$ cat src/srd_pkg.sv
// Shared constants for the recovered clock and rate detect block
package srd_pkg;

    // Clock rate of sys_clk
    localparam int SYS_CLK_MHZ = 200;

    // Register byte offsets
    localparam logic [7:0] REG_CONTROL = 8'h00;
    localparam logic [7:0] REG_STATUS = 8'h04;
    localparam logic [7:0] REG_INT_STATUS = 8'h08;
    localparam logic [7:0] REG_INT_CLEAR = 8'h0c;
    localparam logic [7:0] REG_INT_ENABLE = 8'h10;
    localparam logic [7:0] REG_RATE_COUNT = 8'h14;

    // Field positions
    localparam int CTRL_SEARCH_EN_BIT = 0;
    localparam int CTRL_RATE_EN_BIT = 1;
    localparam int STAT_LOCKED_BIT = 0;
    localparam int STAT_MODE_LSB = 1;
    localparam int STAT_BIT_RATE_BIT = 3;
    localparam int INT_LOCK_GAINED = 0;
    localparam int INT_LOCK_LOST = 1;
    localparam int INT_RATE_CHANGED = 2;
    localparam int INT_MEASURE_DONE = 3;
    localparam int INT_WIDTH = 4;

    // Values after reset
    localparam logic [1:0] CONTROL_RESET = 2'h3;
    localparam logic [3:0] INT_ENABLE_RESET = 4'h0;

    // Receiver modes as reported on rx_mode
    localparam logic [1:0] MODE_HD = 2'h0;
    localparam logic [1:0] MODE_SD = 2'h1;
    localparam logic [1:0] MODE_3G = 2'h2;

    // Mode search dwell time per mode
    localparam int SEARCH_DWELL_US = 100;
    localparam int SEARCH_DWELL_CYCLES = SEARCH_DWELL_US * SYS_CLK_MHZ;

    // Recovered clock pattern: 11 serial bits per 270 MHz period, 20 bits per word
    localparam int PATTERN_PERIOD_BITS = 11;
    localparam int PATTERN_HIGH_BITS = 6;
    localparam int PATTERN_WORD_BITS = 20;
    localparam int BIT_TIME_PS = 337;
    localparam int BITS_PER_SD_STROBE = 110;
    localparam int PHASE_ERROR_LIMIT = 110;

    // Rate measurement window, timed by the fixed clock
    localparam int RATE_WINDOW_MS = 1;
    localparam int FIXED_CLOCK_HERTZ_DEFAULT = 27_000_000;
    localparam int RX_CLOCK_HERTZ_DEFAULT = 200_000_000;

    // Mode search states
    typedef enum logic [3:0]
    {
        ST_SEARCH_SD = 4'b0001,
        ST_SEARCH_HD = 4'b0010,
        ST_SEARCH_3G = 4'b0100,
        ST_LOCKED = 4'b1000
    } srd_state_t;

endpackage : srd_pkg

$ cat src/srd_rx_clock_rate.sv
// SD recovered clock pattern, mode search and bit rate detect with APB registers
`timescale 1ns/1ps
`default_nettype none
module srd_rx_clock_rate
    import srd_pkg::*;
#(
    parameter int fixed_clock_hertz_param = FIXED_CLOCK_HERTZ_DEFAULT,
    parameter int rx_clock_hertz_param = RX_CLOCK_HERTZ_DEFAULT,
    parameter int search_dwell_cycles = SEARCH_DWELL_CYCLES,
    parameter bit expose_recovered_clock = 1'b0
)
(
    // Clock and reset
    input wire logic sys_clk,
    input wire logic reset_n,
    // APB slave
    input wire logic psel,
    input wire logic penable,
    input wire logic pwrite,
    input wire logic [7:0] paddr,
    input wire logic [31:0] pwdata,
    output logic [31:0] prdata,
    output logic pready,
    output logic pslverr,
    // Receive side inputs
    input wire logic dru_strobe,
    input wire logic [9:0] rx_word_in,
    input wire logic rx_data_good,
    input wire logic fixed_clock,
    // Receive side outputs
    output logic [1:0] rx_mode,
    output logic rx_mode_locked,
    output logic rx_bit_rate,
    output logic sd_recovered_strobe,
    output logic [9:0] rx_word_out,
    output logic rx_word_ce,
    // Spare transmitter data word
    output logic [19:0] recovered_clock_txdata,
    // Interrupt
    output logic irq
);

    if (search_dwell_cycles < 2)
    begin : g_bad_dwell
        $error("search_dwell_cycles must be at least 2");
    end

    // Serialised pattern level for a bit position within the 270 MHz period
    function automatic logic [19:0] pattern_word(input logic [3:0] phase);
        int pos;
        logic [19:0] word;
        word = 20'h0;
        for (int i = 0; i < PATTERN_WORD_BITS; i++)
        begin
            pos = (int'(phase) + i) % PATTERN_PERIOD_BITS;
            word[i] = (pos < PATTERN_HIGH_BITS);
        end
        return word;
    endfunction : pattern_word

    // Phase after one word, plus an optional one bit slip
    function automatic logic [3:0] phase_step(input logic [3:0] phase, input int slip);
        int sum;
        sum = (int'(phase) + PATTERN_WORD_BITS + slip) % PATTERN_PERIOD_BITS;
        return 4'(sum);
    endfunction : phase_step

    // Register state
    logic [1:0] control;
    logic [INT_WIDTH-1:0] int_status;
    logic [INT_WIDTH-1:0] int_enable;

    // Mode search state
    srd_state_t state;
    srd_state_t next_state;
    logic [31:0] dwell_count;
    logic [1:0] next_mode;
    logic lock_gained;
    logic lock_lost;

    // Pattern generator state
    logic [3:0] phase;
    logic signed [11:0] phase_error;

    // Rate detector results
    logic [31:0] rate_count;
    logic det_bit_rate;
    logic det_done;

    // APB decode, one wait state per access
    wire access = psel & penable & ~pready;
    wire write_now = psel & penable & pready & pwrite;
    wire hit_control = (paddr == REG_CONTROL);
    wire hit_status = (paddr == REG_STATUS);
    wire hit_int_status = (paddr == REG_INT_STATUS);
    wire hit_int_clear = (paddr == REG_INT_CLEAR);
    wire hit_int_enable = (paddr == REG_INT_ENABLE);
    wire hit_rate_count = (paddr == REG_RATE_COUNT);
    wire mapped = hit_control | hit_status | hit_int_status | hit_int_clear | hit_int_enable | hit_rate_count;
    wire search_enable = control[CTRL_SEARCH_EN_BIT];
    wire rate_enable = control[CTRL_RATE_EN_BIT];

    // Read data selection
    logic [31:0] read_value;
    always_comb
    begin
        read_value = 32'h0;
        if (hit_control)
            read_value = {30'h0, control};
        else if (hit_status)
            read_value = {28'h0, rx_bit_rate, rx_mode, rx_mode_locked};
        else if (hit_int_status)
            read_value = {28'h0, int_status};
        else if (hit_int_enable)
            read_value = {28'h0, int_enable};
        else if (hit_rate_count)
            read_value = rate_count;
    end

    // APB answer: pready one cycle after the access phase starts
    always_ff @(posedge sys_clk or negedge reset_n)
    begin
        if (!reset_n)
        begin
            pready <= 1'b0;
            prdata <= 32'h0;
            pslverr <= 1'b0;
        end
        else
        begin
            pready <= access;
            prdata <= (access && !pwrite) ? read_value : 32'h0;
            pslverr <= access & ~mapped;
        end
    end

    // Software registers
    always_ff @(posedge sys_clk or negedge reset_n)
    begin
        if (!reset_n)
        begin
            control <= CONTROL_RESET;
            int_enable <= INT_ENABLE_RESET;
        end
        else if (write_now)
        begin
            if (hit_control)
                control <= pwdata[1:0];
            if (hit_int_enable)
                int_enable <= pwdata[INT_WIDTH-1:0];
        end
    end

    // Sticky events; a new event wins over a clear in the same cycle
    wire rate_changed = det_done && (det_bit_rate != rx_bit_rate);
    wire [INT_WIDTH-1:0] events = {det_done, rate_changed, lock_lost, lock_gained};
    wire [INT_WIDTH-1:0] clear_mask = (write_now && hit_int_clear) ? pwdata[INT_WIDTH-1:0] : '0;
    wire [INT_WIDTH-1:0] next_int_status = (int_status & ~clear_mask) | events;

    always_ff @(posedge sys_clk or negedge reset_n)
    begin
        if (!reset_n)
        begin
            int_status <= '0;
            irq <= 1'b0;
        end
        else
        begin
            int_status <= next_int_status;
            irq <= |(next_int_status & int_enable);
        end
    end

    // Mode search: dwell in each mode until valid data appears
    wire dwell_done = (dwell_count == 32'(search_dwell_cycles - 1));
    always_comb
    begin
        next_state = state;
        lock_gained = 1'b0;
        lock_lost = 1'b0;
        case (state)
            ST_SEARCH_SD:
            begin
                if (rx_data_good)
                begin
                    next_state = ST_LOCKED;
                    lock_gained = 1'b1;
                end
                else if (dwell_done && search_enable)
                    next_state = ST_SEARCH_HD;
            end
            ST_SEARCH_HD:
            begin
                if (rx_data_good)
                begin
                    next_state = ST_LOCKED;
                    lock_gained = 1'b1;
                end
                else if (dwell_done && search_enable)
                    next_state = ST_SEARCH_3G;
            end
            ST_SEARCH_3G:
            begin
                if (rx_data_good)
                begin
                    next_state = ST_LOCKED;
                    lock_gained = 1'b1;
                end
                else if (dwell_done && search_enable)
                    next_state = ST_SEARCH_SD;
            end
            ST_LOCKED:
            begin
                // Short dropouts are tolerated for one dwell period
                if (!rx_data_good && dwell_done)
                begin
                    next_state = ST_SEARCH_SD;
                    lock_lost = 1'b1;
                end
            end
            default:
                next_state = ST_SEARCH_SD;
        endcase
    end

    // Mode driven to the receiver follows the search state
    always_comb
    begin
        case (next_state)
            ST_SEARCH_HD:
                next_mode = MODE_HD;
            ST_SEARCH_3G:
                next_mode = MODE_3G;
            ST_LOCKED:
                next_mode = rx_mode;
            default:
                next_mode = MODE_SD;
        endcase
    end

    // Dwell counter restarts on any state change or good data while locked
    wire dwell_restart = (next_state != state) || (state == ST_LOCKED && rx_data_good);
    always_ff @(posedge sys_clk or negedge reset_n)
    begin
        if (!reset_n)
        begin
            state <= ST_SEARCH_SD;
            dwell_count <= 32'h0;
            rx_mode <= MODE_SD;
            rx_mode_locked <= 1'b0;
        end
        else
        begin
            state <= next_state;
            dwell_count <= (dwell_restart || dwell_done) ? 32'h0 : dwell_count + 32'h1;
            rx_mode <= next_mode;
            rx_mode_locked <= (next_state == ST_LOCKED);
        end
    end

    // Downstream word register uses the strobe as an enable, not a clock
    wire sd_mode = (rx_mode == MODE_SD);
    wire word_enable = sd_mode ? dru_strobe : 1'b1;
    always_ff @(posedge sys_clk or negedge reset_n)
    begin
        if (!reset_n)
        begin
            rx_word_out <= 10'h0;
            rx_word_ce <= 1'b0;
            sd_recovered_strobe <= 1'b0;
        end
        else
        begin
            if (word_enable)
                rx_word_out <= rx_word_in;
            rx_word_ce <= word_enable;
            sd_recovered_strobe <= sd_mode & dru_strobe;
        end
    end

    // Phase error: pattern bits sent minus 110 per SD strobe
    // A slip of one bit at most per word keeps edge jitter to one bit time
    wire slip_late = (phase_error > 12'(PHASE_ERROR_LIMIT));
    wire slip_early = (phase_error < -12'(PHASE_ERROR_LIMIT));
    wire signed [11:0] slip = slip_late ? -12'sd1 : (slip_early ? 12'sd1 : 12'sd0);
    wire signed [11:0] strobe_bits = dru_strobe ? 12'(BITS_PER_SD_STROBE) : 12'sd0;
    wire signed [11:0] next_phase_error = phase_error + 12'(PATTERN_WORD_BITS) + slip - strobe_bits;

    // Pattern generator, free running at nominal rate outside SD mode
    always_ff @(posedge sys_clk or negedge reset_n)
    begin
        if (!reset_n)
        begin
            phase <= 4'h0;
            phase_error <= 12'sh0;
            recovered_clock_txdata <= 20'h0;
        end
        else
        begin
            if (sd_mode)
            begin
                phase <= phase_step(phase, int'(slip));
                phase_error <= next_phase_error;
            end
            else
            begin
                phase <= phase_step(phase, 0);
                phase_error <= 12'sh0;
            end
            // Bit 0 is serialised first
            recovered_clock_txdata <= expose_recovered_clock ? pattern_word(phase) : 20'h0;
        end
    end

    // Integer or fractional rate flag from the window measurement
    srd_rate_detect #(
        .fixed_clock_hertz_param(fixed_clock_hertz_param),
        .rx_clock_hertz_param(rx_clock_hertz_param)
    ) u_rate_detect (
        .sys_clk(sys_clk),
        .reset_n(reset_n),
        .enable(rate_enable),
        .fixed_clock(fixed_clock),
        .rate_count(rate_count),
        .bit_rate(det_bit_rate),
        .measure_done(det_done)
    );

    always_ff @(posedge sys_clk or negedge reset_n)
    begin
        if (!reset_n)
            rx_bit_rate <= 1'b0;
        else if (det_done)
            rx_bit_rate <= det_bit_rate;
    end

endmodule : srd_rx_clock_rate
`default_nettype wire

$ cat src/srd_rate_detect.sv
// Integer or fractional bit rate detector timed by a fixed clock
`timescale 1ns/1ps
`default_nettype none
module srd_rate_detect
    import srd_pkg::*;
#(
    parameter int fixed_clock_hertz_param = FIXED_CLOCK_HERTZ_DEFAULT,
    parameter int rx_clock_hertz_param = RX_CLOCK_HERTZ_DEFAULT
)
(
    // Clock and reset
    input wire logic sys_clk,
    input wire logic reset_n,
    // Control
    input wire logic enable,
    input wire logic fixed_clock,
    // Results
    output logic [31:0] rate_count,
    output logic bit_rate,
    output logic measure_done
);

    localparam int WINDOW_EDGES = fixed_clock_hertz_param / 1000 * RATE_WINDOW_MS;
    localparam int NOMINAL_COUNT = rx_clock_hertz_param / 1000 * RATE_WINDOW_MS;
    // Halfway between 1/1 and 1/1.001 counts
    localparam int THRESHOLD = NOMINAL_COUNT - NOMINAL_COUNT / 2002;

    // Fixed clock must be sampled twice per period at least
    if (WINDOW_EDGES < 1 || fixed_clock_hertz_param * 2 > rx_clock_hertz_param)
    begin : g_bad_freq
        $error("fixed clock frequency unusable");
    end

    logic fixed_prev;
    logic [31:0] edge_count;
    logic [31:0] cycle_count;
    wire fixed_rise = fixed_clock & ~fixed_prev;
    wire window_end = fixed_rise && (edge_count == 32'(WINDOW_EDGES - 1));

    // Count receiver cycles across a window of fixed clock edges
    always_ff @(posedge sys_clk or negedge reset_n)
    begin
        if (!reset_n)
        begin
            fixed_prev <= 1'b0;
            edge_count <= 32'h0;
            cycle_count <= 32'h0;
            rate_count <= 32'h0;
            bit_rate <= 1'b0;
            measure_done <= 1'b0;
        end
        else
        begin
            fixed_prev <= fixed_clock;
            measure_done <= 1'b0;
            if (!enable)
            begin
                edge_count <= 32'h0;
                cycle_count <= 32'h0;
            end
            else if (window_end)
            begin
                edge_count <= 32'h0;
                cycle_count <= 32'h0;
                rate_count <= cycle_count;
                bit_rate <= (cycle_count < 32'(THRESHOLD));
                measure_done <= 1'b1;
            end
            else
            begin
                edge_count <= edge_count + {31'h0, fixed_rise};
                cycle_count <= cycle_count + 32'h1;
            end
        end
    end

endmodule : srd_rate_detect
`default_nettype wire

$ cat config.mk
export PLATFORM = sky130hd
export DESIGN_NAME = srd_rx_clock_rate
export DESIGN_NICKNAME = d
export VERILOG_FILES = /design/src/srd_pkg.sv /design/src/srd_rx_clock_rate.sv /design/src/srd_rate_detect.sv
export SDC_FILE = /design/constraint.sdc
export NUM_CORES = 1
export LEC_CHECK = 0
export BUFFER_PORTS_ARGS = -buffer_cell sky130_fd_sc_hd__buf_2
export CORE_MARGIN = 2
export CORE_UTILIZATION = 60
export DETAILED_ROUTE_END_ITERATION = 10
export PLACE_DENSITY = 0.92
export SLEW_MARGIN = 20
export SYNTH_ARGS = -nofsm -noshare
export SYNTH_HDL_FRONTEND = slang
export SYNTH_SLANG_ARGS = --single-unit
$ cat constraint.sdc
create_clock -name sys_clk -period 3.7 [get_ports sys_clk]
set_clock_uncertainty 0.15 [all_clocks]
set_input_delay 0.555 -clock sys_clk [delete_from_list [all_inputs] [get_ports sys_clk]]
set_output_delay 0.555 -clock sys_clk [all_outputs]
set_load 0.005 [all_outputs]
# Word level (Yosys, flattened, before mapping)

Index checks and enable logic that the tools add are counted.

Register bits after elaboration: 196
Bits of input ports: 58
Output and inout bits: 71
Word-level logic and storage cells: 106

Add/subtract/negate cells: 3
$lt $le $gt $ge: 1
Equal/unequal tests: 17
Muxes and demuxes: 28
Bitwise logic cells: 19
Reduce and logical (&&, ||, !) cells: 17

Operators by type and width:

| kind                                                         | number |
|---|---|
| two-way mux 32 bit                                           | 11 |
| adder 32 x 1 -> 32 bit, second input constant                | 2 |
| == test 32 x 15 -> 1 bit, second input constant              | 2 |
| adder 32 x 1 -> 32 bit                                       | 1 |
| less-than comparator 32 x 18 -> 1 bit, second input constant | 1 |
| two-way mux 4 bit                                            | 8 |
| == test 8 x 4 -> 1 bit, second input constant                | 2 |
| == test 8 x 5 -> 1 bit, second input constant                | 2 |
| case mux 4 bit (4 select lines)                              | 1 |
| bitwise AND 4 bit                                            | 2 |
| == test 4 x 2 -> 1 bit, second input constant                | 2 |
| == test 4 x 3 -> 1 bit, second input constant                | 2 |
| == test 4 bit, second input constant                         | 2 |
| == test 8 x 3 -> 1 bit, second input constant                | 1 |
| logical NOT 8 bit                                            | 1 |
| bitwise AND 1 bit                                            | 7 |
| logical AND 1 bit                                            | 7 |
| two-way mux 1 bit                                            | 7 |
| case mux 2 bit (3 select lines)                              | 1 |
| AND reduction 2 bit                                          | 3 |
| bitwise OR 1 bit                                             | 5 |
| == test 4 x 1 -> 1 bit, second input constant                | 1 |
| inequality test 4 bit                                        | 1 |
| inverter 4 bit                                               | 1 |
| other kinds (8)                                              | 12 |

# Longest topological paths before layout

Gate-level depths: netlist (run 1).

Depth in word-level cells: 10
Mapped depth: 8
Mapped depth without buffers: 8

# By module

Synthesis (run 1) repeated with hierarchy kept, for this count alone.

Cell total of the unflattened synthesis: 816
Area, all modules: 9177.6 um^2

By module, submodules not included:

| module            | instances | cells an instance | area an instance (um^2) | seq. area each (um^2) |
|---|---|---|---|---|
| srd_rate_detect   | 1         | 429               | 4720.8                  | 2477.4 |
| srd_rx_clock_rate | 1         | 387               | 4456.8                  | 2432.3 |

# Least setup slack after synthesis (run 1)

No wires, ideal clock.

Path kind: input port to flip-flop
From: in fixed_clock
To: reg u_rate_detect.edge_count[30]
Setup time: 124 ps
Arrival: 2185 ps
Data required time: 3426 ps
Slack: 1242 ps
Stages on the path: 8
Path buffers: 0
Cells stage by stage: nor2b_1 > ha_1 > ha_1 > and3_1 > nand4_1 > nor4_1 > a31o_2 > a21oi_1

Cells in the longest elaborated chain, start to end: 4
Elaborated cells between the ends (all ways): 5
Classes of those cells: add/sub (1); mux (2); bitwise (1); reduce/logical (1)

Ends and longest elaborated chain:

| element                                                     | RTL line                                     | source |
|---|---|---|
| start, declared                                             | srd_rx_clock_rate.sv:29                      | `input wire logic fixed_clock,` |
| bitwise AND 1 bit *                                         | srd_rate_detect.sv:37                        | `wire fixed_rise = fixed_clock & ~fixed_prev;` |
| adder 32 x 1 -> 32 bit or logical AND 1 bit (tied branches) | srd_rate_detect.sv:71, srd_rate_detect.sv:38 |  |
| two-way mux 32 bit *                                        | srd_rate_detect.sv:61                        | `else if (window_end)` |
| two-way mux 32 bit *                                        | srd_rate_detect.sv:56                        | `if (!enable)` |
| end signal, assigned                                        | srd_rate_detect.sv:71                        | `edge_count <= edge_count + {31'h0, fixed_rise};` |
| end, declared                                               | srd_rate_detect.sv:35                        | `logic [31:0] edge_count;` |

Mark *: on every way between the ends. The rest lies on a longest branch, timed or not.
A chain may end at the register's enable or synchronous reset.

# Final worst setup path (run 1)

From: reg u_rate_detect.edge_count[7]
To: reg u_rate_detect.edge_count[22]

Cells in the longest elaborated chain, start to end: 4
Elaborated cells between the ends (all ways): 5
Classes of those cells: add/sub (1); eq/ne (1); mux (2); reduce/logical (1)

Ends and longest elaborated chain:

| element                                                        | RTL line |
|---|---|
| branches (longest 2 deep; another with adder 32 x 1 -> 32 bit) | n/a |
| two-way mux 32 bit *                                           | srd_rate_detect.sv:61 |
| two-way mux 32 bit *                                           | srd_rate_detect.sv:56 |

Mark *: on every way between the ends.

==> metrics.md, run 1 <==
| Metric | Value |
|---|---|
| CTS Sinks | `~200` |
| Pin count of the biggest net entering global routing | `69` |
| DR vias/cell | `5.98` |
| Synthesized area per cell | `roughly 11 sq um` |
| Top-level I/O count | `129` |
| Hold Crit Class | `primary input to flop` |
| Placed cell areas | `between 0.009 and 0.01 sq mm` |
| Total negative slack | `0 ns` |
| Fraction of registers with async set/reset | `100%` |
| CTS tree | `built` |
| Total core area | `0.0150 sq mm` |
| Nets | `approximately 990` |
| Via count | `between 6000 and 7000` |
| Wire length of the first global-routing pass | `about 33000 microns` |
| Worst Setup End Kind | `flop` |
| Fin crit share | `~76%` |
| Total CTS buffers | `17` |
| Pre-CTS WS | `between 0.7 and 0.8 ns` |
| Pwr Total | `roughly 4.6 mW` |
| Layout cells sized above 1 | `18.7%` |
| Setup WS post-layout | `just under 0.9 ns` |
| Wire length per cell | `between 15 and 20 microns` |
| VDD IR max | `approximately 0.35 mV` |
| First-pass DRT Iterations | `5` |
| Synth Flop Type | `dfrtp_1` |
| Clk buf depth | `2` |
| Total gr overflow | `0` |
| Yosys warns | `0` |
| Status | `completed` |
| Mapped Area | `0.00911 sq mm` |
| Post-synthesis sequential area ratio | `between 50% and 60%` |
| Worst-skew pair later-pin latency | `roughly 0.45 ns` |
| Final setup fails | `0` |
| Worst hold slack | `approximately 0.1 ns` |
| H-tree levels | `4` |
| Min cycle time layout | `between 2 and 3 ns` |
| Reg2reg setup slack | `0.89 ns` |
| Family with the most delay on the worst path | `simple AND/OR/NAND/NOR gates` |
| Cells after synthesis | `around 850` |
| Crit-path cells | `nor4b_1 -> nand4_1 -> or4_1 -> nand2_2 -> buf_12 -> nor2_1` |
| Area contributors post-synth | `dfrtp_1 53%, nor2_1 4.1%, xor2_1 3.9%, xnor2_1 3.8%, mux2_4 3.0%` |
| Antenna violations before repair | `0` |
| Yosys reg bits | `196` |
| Fin area | `between 0.01 and 0.015 sq mm` |
| Lkg Pwr | `4.64 nW` |
| Buffers on Ports | `80` |
| Synth unique cells | `60` |
| Vias in the first global route | `6518` |
| Die Ht | `around 130 microns` |
| Final Wtd Congestion | `approximately 0.87` |
| Clock Pin Slew Worst Setup and Hold Paths | `around 0.070 ns` |
| CP max stage delay | `0.62 ns` |
| DIE AREA | `approximately 0.016 sq mm` |
| Arrival time at the worst endpoint | `approximately 3.0 ns` |
| Worst Tran Pin Value | `0.835 ns` |
| WP buf/inv | `1` |
| Post-route ant nets | `0` |
| Synth top area share | `around 53%` |
| CP required | `slightly below 4 ns` |
| Max Cap Violations | `0` |
| Post-DP HPWL | `between 10000 and 15000 microns` |
| # rows | `45` |
| Critical path startpoint category | `flop` |
| Synth-to-Final Area Change | `12.4%` |
| EDFF count, synth | `0` |
| CP Class | `flop to flop` |
| Ant diodes | `0` |
| Number of fillers in the final layout | `~1000` |
| First DRT Iteration DRCs | `roughly 610` |
| Final-report hold violation count | `0` |
| Routed wire length | `around 20000 microns` |
| Slew margin rel. | `43.8%` |
| Root buf cell | `clkbuf_16` |
| Gr usage total | `about a quarter` |
| Cell taking the most area after synthesis | `dfrtp_1` |
| Count of pins over their slew limit | `0` |
| Starting density of the core | `60.6%` |
| Pwr/cell area | `450 mW/mm^2` |
| Fmax achieved | `0.356 GHz` |
| Slowest stage cell, crit path | `or4_1` |
| Chip Width | `~130 microns` |
| Worst-path maximum fanout | `32` |
| Post-CTS Resized | `0` |
| Number of remaining DRC errors | `0` |
| RSZ-0062 raised after global routing | `no` |
[cell type report]
type,count,area [sq um],share of cell area [%]
clock inverters,11,178,1.73
well taps,188,235,2.30
flip-flops and latches,196,4910,47.9
inverters,27,101,0.989
repair buffers,91,519,5.07
clock buffers,19,443,4.32
multi-input cells,592,3860,37.7
[per-layer routing]
metal | track usage (%) | vias to the layer above | share of wire (%)
li1 | - | 3075 | -
met1 | 33.7 | 3347 | 43
met2 | 42.2 | 256 | 50
met3 | 5.49 | 39 | 5.3
met4 | 9.63 | 0 | 2.1
met5 | 0 | - | 0
[logic make-up after synthesis]
group | after synthesis | synth area share (%)
compound gates | 69 | 4.91
xor+xnor | 81 | 7.78
fa+ha+maj | 5 | 0.686
buf+inv | 80 | 4.64
flops | 196 | 53.9
mux | 42 | 5.89
other cells | 1 | 0.0411
simple gates | 375 | 22.2
[per-stage QoR]
step / utilization [%] / cells
floorplan: - / 868
global route: 68.2 / 1124
global placement: 63.9 / 1093
detailed placement: 63.9 / 1093
finish: 68.2 / 1124
CTS: 68.1 / 1124
[synthesized netlist by cell type, types with 16 or more instances]
| library cell | number |
|---|---|
| nand2_1 | 53 |
| buf_4 | 20 |
| o21ai_0 | 21 |
| clkbuf_1 | 20 |
| mux2_4 | 18 |
| nand3_1 | 37 |
| dfrtp_1 | 192 |
| a21oi_1 | 16 |
| and2_1 | 34 |
| xnor2_1 | 40 |
| mux2_2 | 21 |
| and3_1 | 22 |
| nor2_1 | 100 |
| nor3_1 | 17 |
| nor4_1 | 31 |
| inv_1 | 27 |
| nand4_1 | 28 |
| xor2_1 | 41 |
[final timing paths]
| kind | startpoint | to | cells past startpoint |
|---|---|---|---|
| max | u_rate_detect.edge_count[7]$_DFF_PN0_ | u_rate_detect.edge_count[22]$_DFF_PN0_ | 6 |
| min | fixed_clock | u_rate_detect.fixed_prev$_DFF_PN0_ | 1 |
| max reg2reg | u_rate_detect.edge_count[7]$_DFF_PN0_ | u_rate_detect.edge_count[22]$_DFF_PN0_ | 6 |
| min reg2reg | dwell_count[0]$_DFF_PN0_ | dwell_count[0]$_DFF_PN0_ | 1 |
| max in group asynchronous | reset_n | prdata[7]$_DFF_PN0_ | 3 |
| min in group asynchronous | reset_n | u_rate_detect.rate_count[4]$_DFFE_PN0P_ | 2 |
[power breakdown]
part	total, mW	leakage [nW]	switching (mW)	internal, mW
Clock	1.96	0.297	0.809	1.15
Sequential	2.28	2.67	0.0584	2.22
Combinational	0.371	1.67	0.223	0.148
[what timing repair did]
item / 4_1_cts / 5_1_grt
buffers inserted: 0 / 0
hold buffers: 1 / 0
endpoints found under the hold margin: 61 / 0
[sequential cells by signal, indices dropped and copies added (netlist names), 2 cells and up]
name / cells
state: 4
int_status: 4
dwell_count: 32
prdata: 32
u_rate_detect.rate_count: 32
int_enable: 4
control: 2
u_rate_detect.edge_count: 32
rx_word_out: 10
u_rate_detect.cycle_count: 32
rx_mode: 2
[cells in the final DEF, fill, tap and decap left out, types with 4 or more instances in the layout]
cell	Yosys	layout
and4_1	13	13
nor2_1	100	100
inv_1	27	27
xnor2_1	40	40
bufinv_16	0	4
o211ai_1	4	4
nor4b_1	8	8
nand2_1	53	52
a21oi_1	16	16
and3_1	22	22
ha_1	5	5
nand3_1	37	37
a21o_1	6	6
buf_4	20	8
dfstp_2	4	4
mux2_2	21	21
mux2_4	18	18
and2_1	34	34
buf_2	9	79
nor4_1	31	31
or4_1	5	5
conb_1	1	20
or3_1	6	6
o21ai_0	21	21
nor3_1	17	17
clkbuf_16	0	17
nand4_1	28	28
xor2_1	41	41
dfrtp_1	192	192
Note: power is estimated with default switching activity, not from simulation.
==> inputs of run 2 (changes only) <==
CORE_UTILIZATION = 58   (was 60)
PLACE_DENSITY = 0.9   (was 0.92)
clock period = 2.6 ns   (was 3.7 ns; I/O delays follow)
==> run 2 against run 1 <==
Effect of this change: worst hold slack worse by 0.061 ns; largest cell class unchanged; worst setup slack got worse by 0.71 ns; global-route usage fell by 0.83 points; routed wire length up 1.1%; non-clock buffer count increased by 23; clock power increased by 33%; critical endpoint is now u_rate_detect.cycle_count[31]$_DFF_PN0_.
==> metrics.md, run 2 (synthesis results as in run 1) <==
| Metric | Value |
|---|---|
| Status | `completed` |
| Pwr Total | `between 6 and 7 mW` |
| Worst-skew pair later-pin latency | `0.45 ns` |
| H-tree levels | `4` |
| Number of remaining DRC errors | `0` |
| Gr usage total | `between 20% and 30%` |
| Max Cap Violations | `0` |
| Fin crit share | `93.1%` |
| Lkg Pwr | `between 4 and 5 nW` |
| CP required | `between 2 and 3 ns` |
| Antenna violations before repair | `0` |
| Wire length per cell | `between 15 and 20 microns` |
| Cells on worst reg2reg path | `7` |
| Worst Tran Pin Value | `~0.63 ns` |
| Worst hold slack | `0.0370 ns` |
| Total gr overflow | `0` |
| Total negative slack | `0 ns` |
| CP endpoint | `u_rate_detect.cycle_count[31]$_DFF_PN0_` |
| Worst-path maximum fanout | `22` |
| Via count | `just under 7000` |
| Final-report hold violation count | `0` |
| Chip Width | `129 microns` |
| Routed wire length | `around 20000 microns` |
| Crit-path cells | `nor4_2 -> nand3_1 -> or4_1 -> nand2_1 -> buf_12 -> buf_4 -> a21oi_1` |
| RSZ-0062 raised after global routing | `no` |
| CP Launch Point | `u_rate_detect.edge_count[19]$_DFF_PN0_` |
| DIE AREA | `0.0167 sq mm` |
| Final setup fails | `0` |
| M2 GR Usage | `39.1%` |
| Total CTS buffers | `17` |
| Reg2reg start | `u_rate_detect.edge_count[19]$_DFF_PN0_` |
| Synth-to-Final Area Change | `15.4%` |
| Postcts setup bufs | `0` |
| Arrival time at the worst endpoint | `about 2.6 ns` |
| Count of pins over their slew limit | `0` |
| Leading cell types in the layout, fill and taps excluded | `192 x dfrtp_1, 100 x nor2_1, 79 x buf_2` |
| Pwr/cell area | `608 mW/mm^2` |
| Ant diodes | `0` |
| CP max stage delay | `between 0.6 and 0.7 ns` |
| GRT met3 Usage | `5.62%` |
| Slew margin rel. | `between 50% and 60%` |
| Min cycle time layout | `~2.4 ns` |
| Total core area | `roughly 0.015 sq mm` |
| Commonest non-fill, non-tap cell in the layout | `dfrtp_1` |
| Final Wtd Congestion | `0.882` |
| Nets | `between 1000 and 1500` |
| Post-DP HPWL | `13100 microns` |
| Clock Pin Slew Worst Setup and Hold Paths | `roughly 0.070 ns` |
| Hold Crit Class | `primary input to flop` |
| Starting density of the core | `59.7%` |
| Fmax achieved | `0.413 GHz` |
| CP Class | `flop to flop` |
| CTS Sinks | `slightly below 200` |
| DR vias/cell | `between 5 and 6` |
| Worst Setup End Kind | `flop` |
| M1 GR Usage | `approximately 33%` |
| Post-route ant nets | `0` |
| # rows | `45` |
| Gr busiest metal | `met2` |
| VDD IR max | `around 0.52 mV` |
| Slowest stage cell, crit path | `or4_1` |
| Clk buf depth | `2` |
| R2r endpoint | `u_rate_detect.cycle_count[31]$_DFF_PN0_` |
| Root buf cell | `clkbuf_16` |
| First-pass DRT Iterations | `5` |
| Die Ht | `around 130 microns` |
| Critical path startpoint category | `flop` |
| Buffers on Ports | `80` |
| Wire length of the first global-routing pass | `around 32000 microns` |
| CTS tree | `built` |
| Number of fillers in the final layout | `about 1000` |
| Top-level I/O count | `129` |
| Reg2reg setup slack | `between 0.15 and 0.2 ns` |
| Layout cells sized above 1 | `20.6%` |
| First DRT Iteration DRCs | `around 700` |
| Vias in the first global route | `~6800` |
| Pin count of the biggest net entering global routing | `just over 60` |
[run 2: cell types whose count changed in the layout (fill, tap and decap cells not counted), sizes merged]
cell         change
clkinv           -1
bufinv           -2
clkbuf           +3
dlygate4sd3      +1
inv              +1
buf             +21
[run 2: metrics by stage]
stage / setup WS (ns) / utilization (%) / std cells / cell area [sq um]
after floorplan: 0.298 / - / 868 / 9190
after global placement: 0.0642 / 64.7 / 1137 / 9880
after detailed placement: 0.0520 / 64.7 / 1137 / 9880
after CTS: 0.0362 / 68.7 / 1169 / 10500
after global routing: 0.0307 / 68.9 / 1170 / 10500
final: 0.181 / 68.9 / 1170 / 10500
[run 2: where the power goes]
part	total [mW]	internal (mW)	switching, mW	leakage, nW
clock network	2.61	1.47	1.14	0.278
registers	3.25	3.16	0.0889	2.67
logic	0.531	0.213	0.318	1.82
total	6.40	4.85	1.55	4.77
[run 2: final cells by class]
type | instances | area (sq um) | share of cell area [%]
Sequential cell | 196 | 4910 | 46.7
Multi-Input combinational cell | 592 | 3880 | 36.8
Clock inverter | 9 | 121 | 1.15
Timing Repair Buffer | 114 | 787 | 7.48
Clock buffer | 21 | 460 | 4.38
Inverter | 27 | 101 | 0.963
Tap cell | 211 | 264 | 2.51
[run 2: how the worst min path moves through the flow]
stage	start	endpoint	slack, ns	cells after the start
4_1_cts	rx_word_in[6]	rx_word_out[6]$_DFFE_PN0P_	0.02	2
5_1_grt	rx_word_in[8]	rx_word_out[8]$_DFFE_PN0P_	0.03	2
3_3_place_gp	reset_n	state[1]$_DFF_PN0_	0.24	1
2_1_floorplan	reset_n	dwell_count[0]$_DFF_PN0_	-0.06	0
3_5_place_dp	reset_n	state[1]$_DFF_PN0_	0.24	1
6_report	rx_word_in[3]	rx_word_out[3]$_DFFE_PN0P_	0.04	2
[run 2: per-layer routing]
layer | part of all wire [%] | wire length (microns)
met4 | 2.9 | 571
met2 | 48 | 9520
met5 | 0 | 0
met1 | 42 | 8440
met3 | 6.7 | 1340
[run 2: timing repair]
action	4_1_cts	5_1_grt
resized for setup	0	3
endpoints found under the hold margin	55	0
endpoints found under the setup margin	0	24
hold buffers	2	0
[run 2: critical path: cells and delay by family (launching register included)]
family                 cells  cell delay [ns]
buffers and inverters      2             0.36
AND/OR/NAND/NOR            4             1.28
AO/OA/AOI/OAI              1             0.05
flip-flops                 1             0.46
==> inputs of run 3 (changes only) <==
CORE_MARGIN = 4   (was 2)
CORE_UTILIZATION = 62   (was 58)
PLACE_DENSITY = 0.94   (was 0.9)
clock period = 3.15 ns   (was 2.6 ns; I/O delays follow)
==> run 3 against run 2 <==
Effect of this change: sequential power decreased by 18%; via count shrank 0.66%; register-to-register slack improved by 0.26 ns; die area fell by 0.17%.
==> metrics.md, run 3 (synthesis results as in run 1) <==
| Metric | Value |
|---|---|
| Status | `completed` |
| Layout cells sized above 1 | `around a fifth` |
| Slew margin rel. | `between 50% and 60%` |
| Number of remaining DRC errors | `0` |
| Worst Tran Pin Value | `just under 0.7 ns` |
| Routed wire length | `between 15000 and 20000 microns` |
| Hold Crit Class | `primary input to flop` |
| Post-route ant nets | `0` |
| R2r endpoint | `u_rate_detect.rate_count[13]$_DFFE_PN0P_` |
| CP endpoint | `u_rate_detect.rate_count[13]$_DFFE_PN0P_` |
| Fmax achieved | `between 0.3 and 0.4 GHz` |
| Reg2reg start | `u_rate_detect.edge_count[12]$_DFF_PN0_` |
| Final-report hold violation count | `0` |
| RSZ-0062 raised after global routing | `no` |
| DR vias/cell | `between 5 and 6` |
| Critical path startpoint category | `flop` |
| Wire length per cell | `between 15 and 20 microns` |
| HP Start | `fixed_clock` |
| Worst-skew pair later-pin latency | `around 0.44 ns` |
| VDD IR max | `about 0.42 mV` |
| Count of pins over their slew limit | `0` |
| Post-CTS Resized | `0` |
| Top-level I/O count | `129` |
| Commonest non-fill, non-tap cell in the layout | `dfrtp_1` |
| Root buf cell | `clkbuf_16` |
| Reg2reg setup slack | `0.44 ns` |
| CP Launch Point | `u_rate_detect.edge_count[12]$_DFF_PN0_` |
| Worst Setup End Kind | `flop` |
| Via count | `between 6000 and 7000` |
| Final Wtd Congestion | `approximately 0.86` |
| Min cycle time layout | `about 2.7 ns` |
| First-pass DRT Iterations | `6` |
| Antenna violations before repair | `1` |
| Nets | `roughly 1000` |
| Fin area | `approximately 0.01 sq mm` |
| Pin count of the biggest net entering global routing | `85` |
| Gr usage total | `between 20% and 30%` |
| Die Ht | `129 microns` |
| Crit-path cells | `or4b_1 -> nor2_1 -> or4b_2 -> buf_4 -> mux2_4` |
| CP required | `3.32 ns` |
| # rows | `44` |
| CTS tree | `built` |
| H-tree levels | `4` |
| Pwr/cell area | `504 mW/mm^2` |
| Vias in the first global route | `around 6600` |
| CP Class | `flop to flop` |
| Post-DP HPWL | `between 10000 and 15000 microns` |
| Fin crit share | `between 80% and 90%` |
| Worst hold slack | `about 0.023 ns` |
| Total CTS buffers | `17` |
| Final setup fails | `0` |
| First DRT Iteration DRCs | `just under 700` |
| Lkg Pwr | `4.65 nW` |
| Wire length of the first global-routing pass | `roughly 33000 microns` |
| Total negative slack | `0 ns` |
| CP max stage delay | `about 0.60 ns` |
| Slowest stage cell, crit path | `or4b_2` |
| Leading cell types in the layout, fill and taps excluded | `192 x dfrtp_1, 100 x nor2_1, 79 x buf_2` |
| Starting density of the core | `approximately 63%` |
| Clk buf depth | `2` |
| Cells on worst reg2reg path | `5` |
| Clock Pin Slew Worst Setup and Hold Paths | `0.07 ns` |
| Synth-to-Final Area Change | `12.4%` |
| Max Cap Violations | `0` |
| Chip Width | `around 130 microns` |
| Arrival time at the worst endpoint | `between 2 and 3 ns` |
| Total core area | `between 0.01 and 0.015 sq mm` |
| Worst-path maximum fanout | `between 40 and 50` |
| CTS Sinks | `approximately 200` |
| Buffers on Ports | `80` |
| Placed cell areas | `~0.0097 sq mm` |
| DIE AREA | `0.0167 sq mm` |
| Total gr overflow | `0` |
[run 3: changes by cell type in the layout (fill, tap and decap cells not counted), sizes merged]
cell | before | now
clkbuf | 23 | 20
clkinv | 2 | 3
bufinv | 2 | 0
buf | 110 | 97
dlygate4sd3 | 2 | 1
inv | 30 | 35
diode | 0 | 1
[run 3: layout make-up]
cell class | instances | area (sq um)
sequential | 196 | 4910
multi-input combinational | 592 | 3850
clock inverter | 13 | 111
timing repair buffer | 99 | 592
tap | 184 | 230
antenna | 1 | 2.50
clock buffer | 19 | 443
fill | 910 | 4240
inverter | 27 | 101
[run 3: worst min path at each step]
stage | to | slack [ns] | cells past startpoint
after floorplan | dwell_count[0]$_DFF_PN0_ | 0.03 | 0
after global placement | u_rate_detect.rate_count[27]$_DFFE_PN0P_ | 0.30 | 2
after detailed placement | prdata[26]$_DFF_PN0_ | 0.31 | 1
after CTS | u_rate_detect.fixed_prev$_DFF_PN0_ | 0.01 | 1
after global routing | u_rate_detect.fixed_prev$_DFF_PN0_ | 0.02 | 1
final | u_rate_detect.fixed_prev$_DFF_PN0_ | 0.02 | 1
[run 3: where the power goes]
part,switching [mW],internal [mW]
Sequential,0.0739,2.61
Combinational,0.266,0.174
Clock,0.984,1.06
[run 3: critical path: cells and delay by family, from the launching register on]
family	cells	cell delay [ns]
simple gates	3	1.28
flops	1	0.44
buf+inv	1	0.32
mux	1	0.37
[run 3: layer usage]
layer | global-route usage [%] | vias to the layer above | wire length, microns
li1 | - | 3089 | -
met1 | 33.4 | 3313 | 8220
met2 | 40.1 | 312 | 9560
met3 | 5.44 | 66 | 1470
met4 | 9.57 | 0 | 556
met5 | 0 | - | 0
[run 3: through the flow]
stage	std cells	total power [mW]	setup WS (ns)	util, %
finish	1131	5.17	0.440	70.7
global route	1131	5.37	0.310	70.7
CTS	1130	5.19	0.464	70.7
detailed placement	1097	3.17	0.478	66.8
global placement	1097	3.14	0.530	66.8
floorplan	868	2.98	0.774	-
[run 3: timing repair]
item,CTS,global route
hold endpoints to repair,76,0
setup buffers,0,0
hold buffers,1,0
setup endpoints to repair,0,0
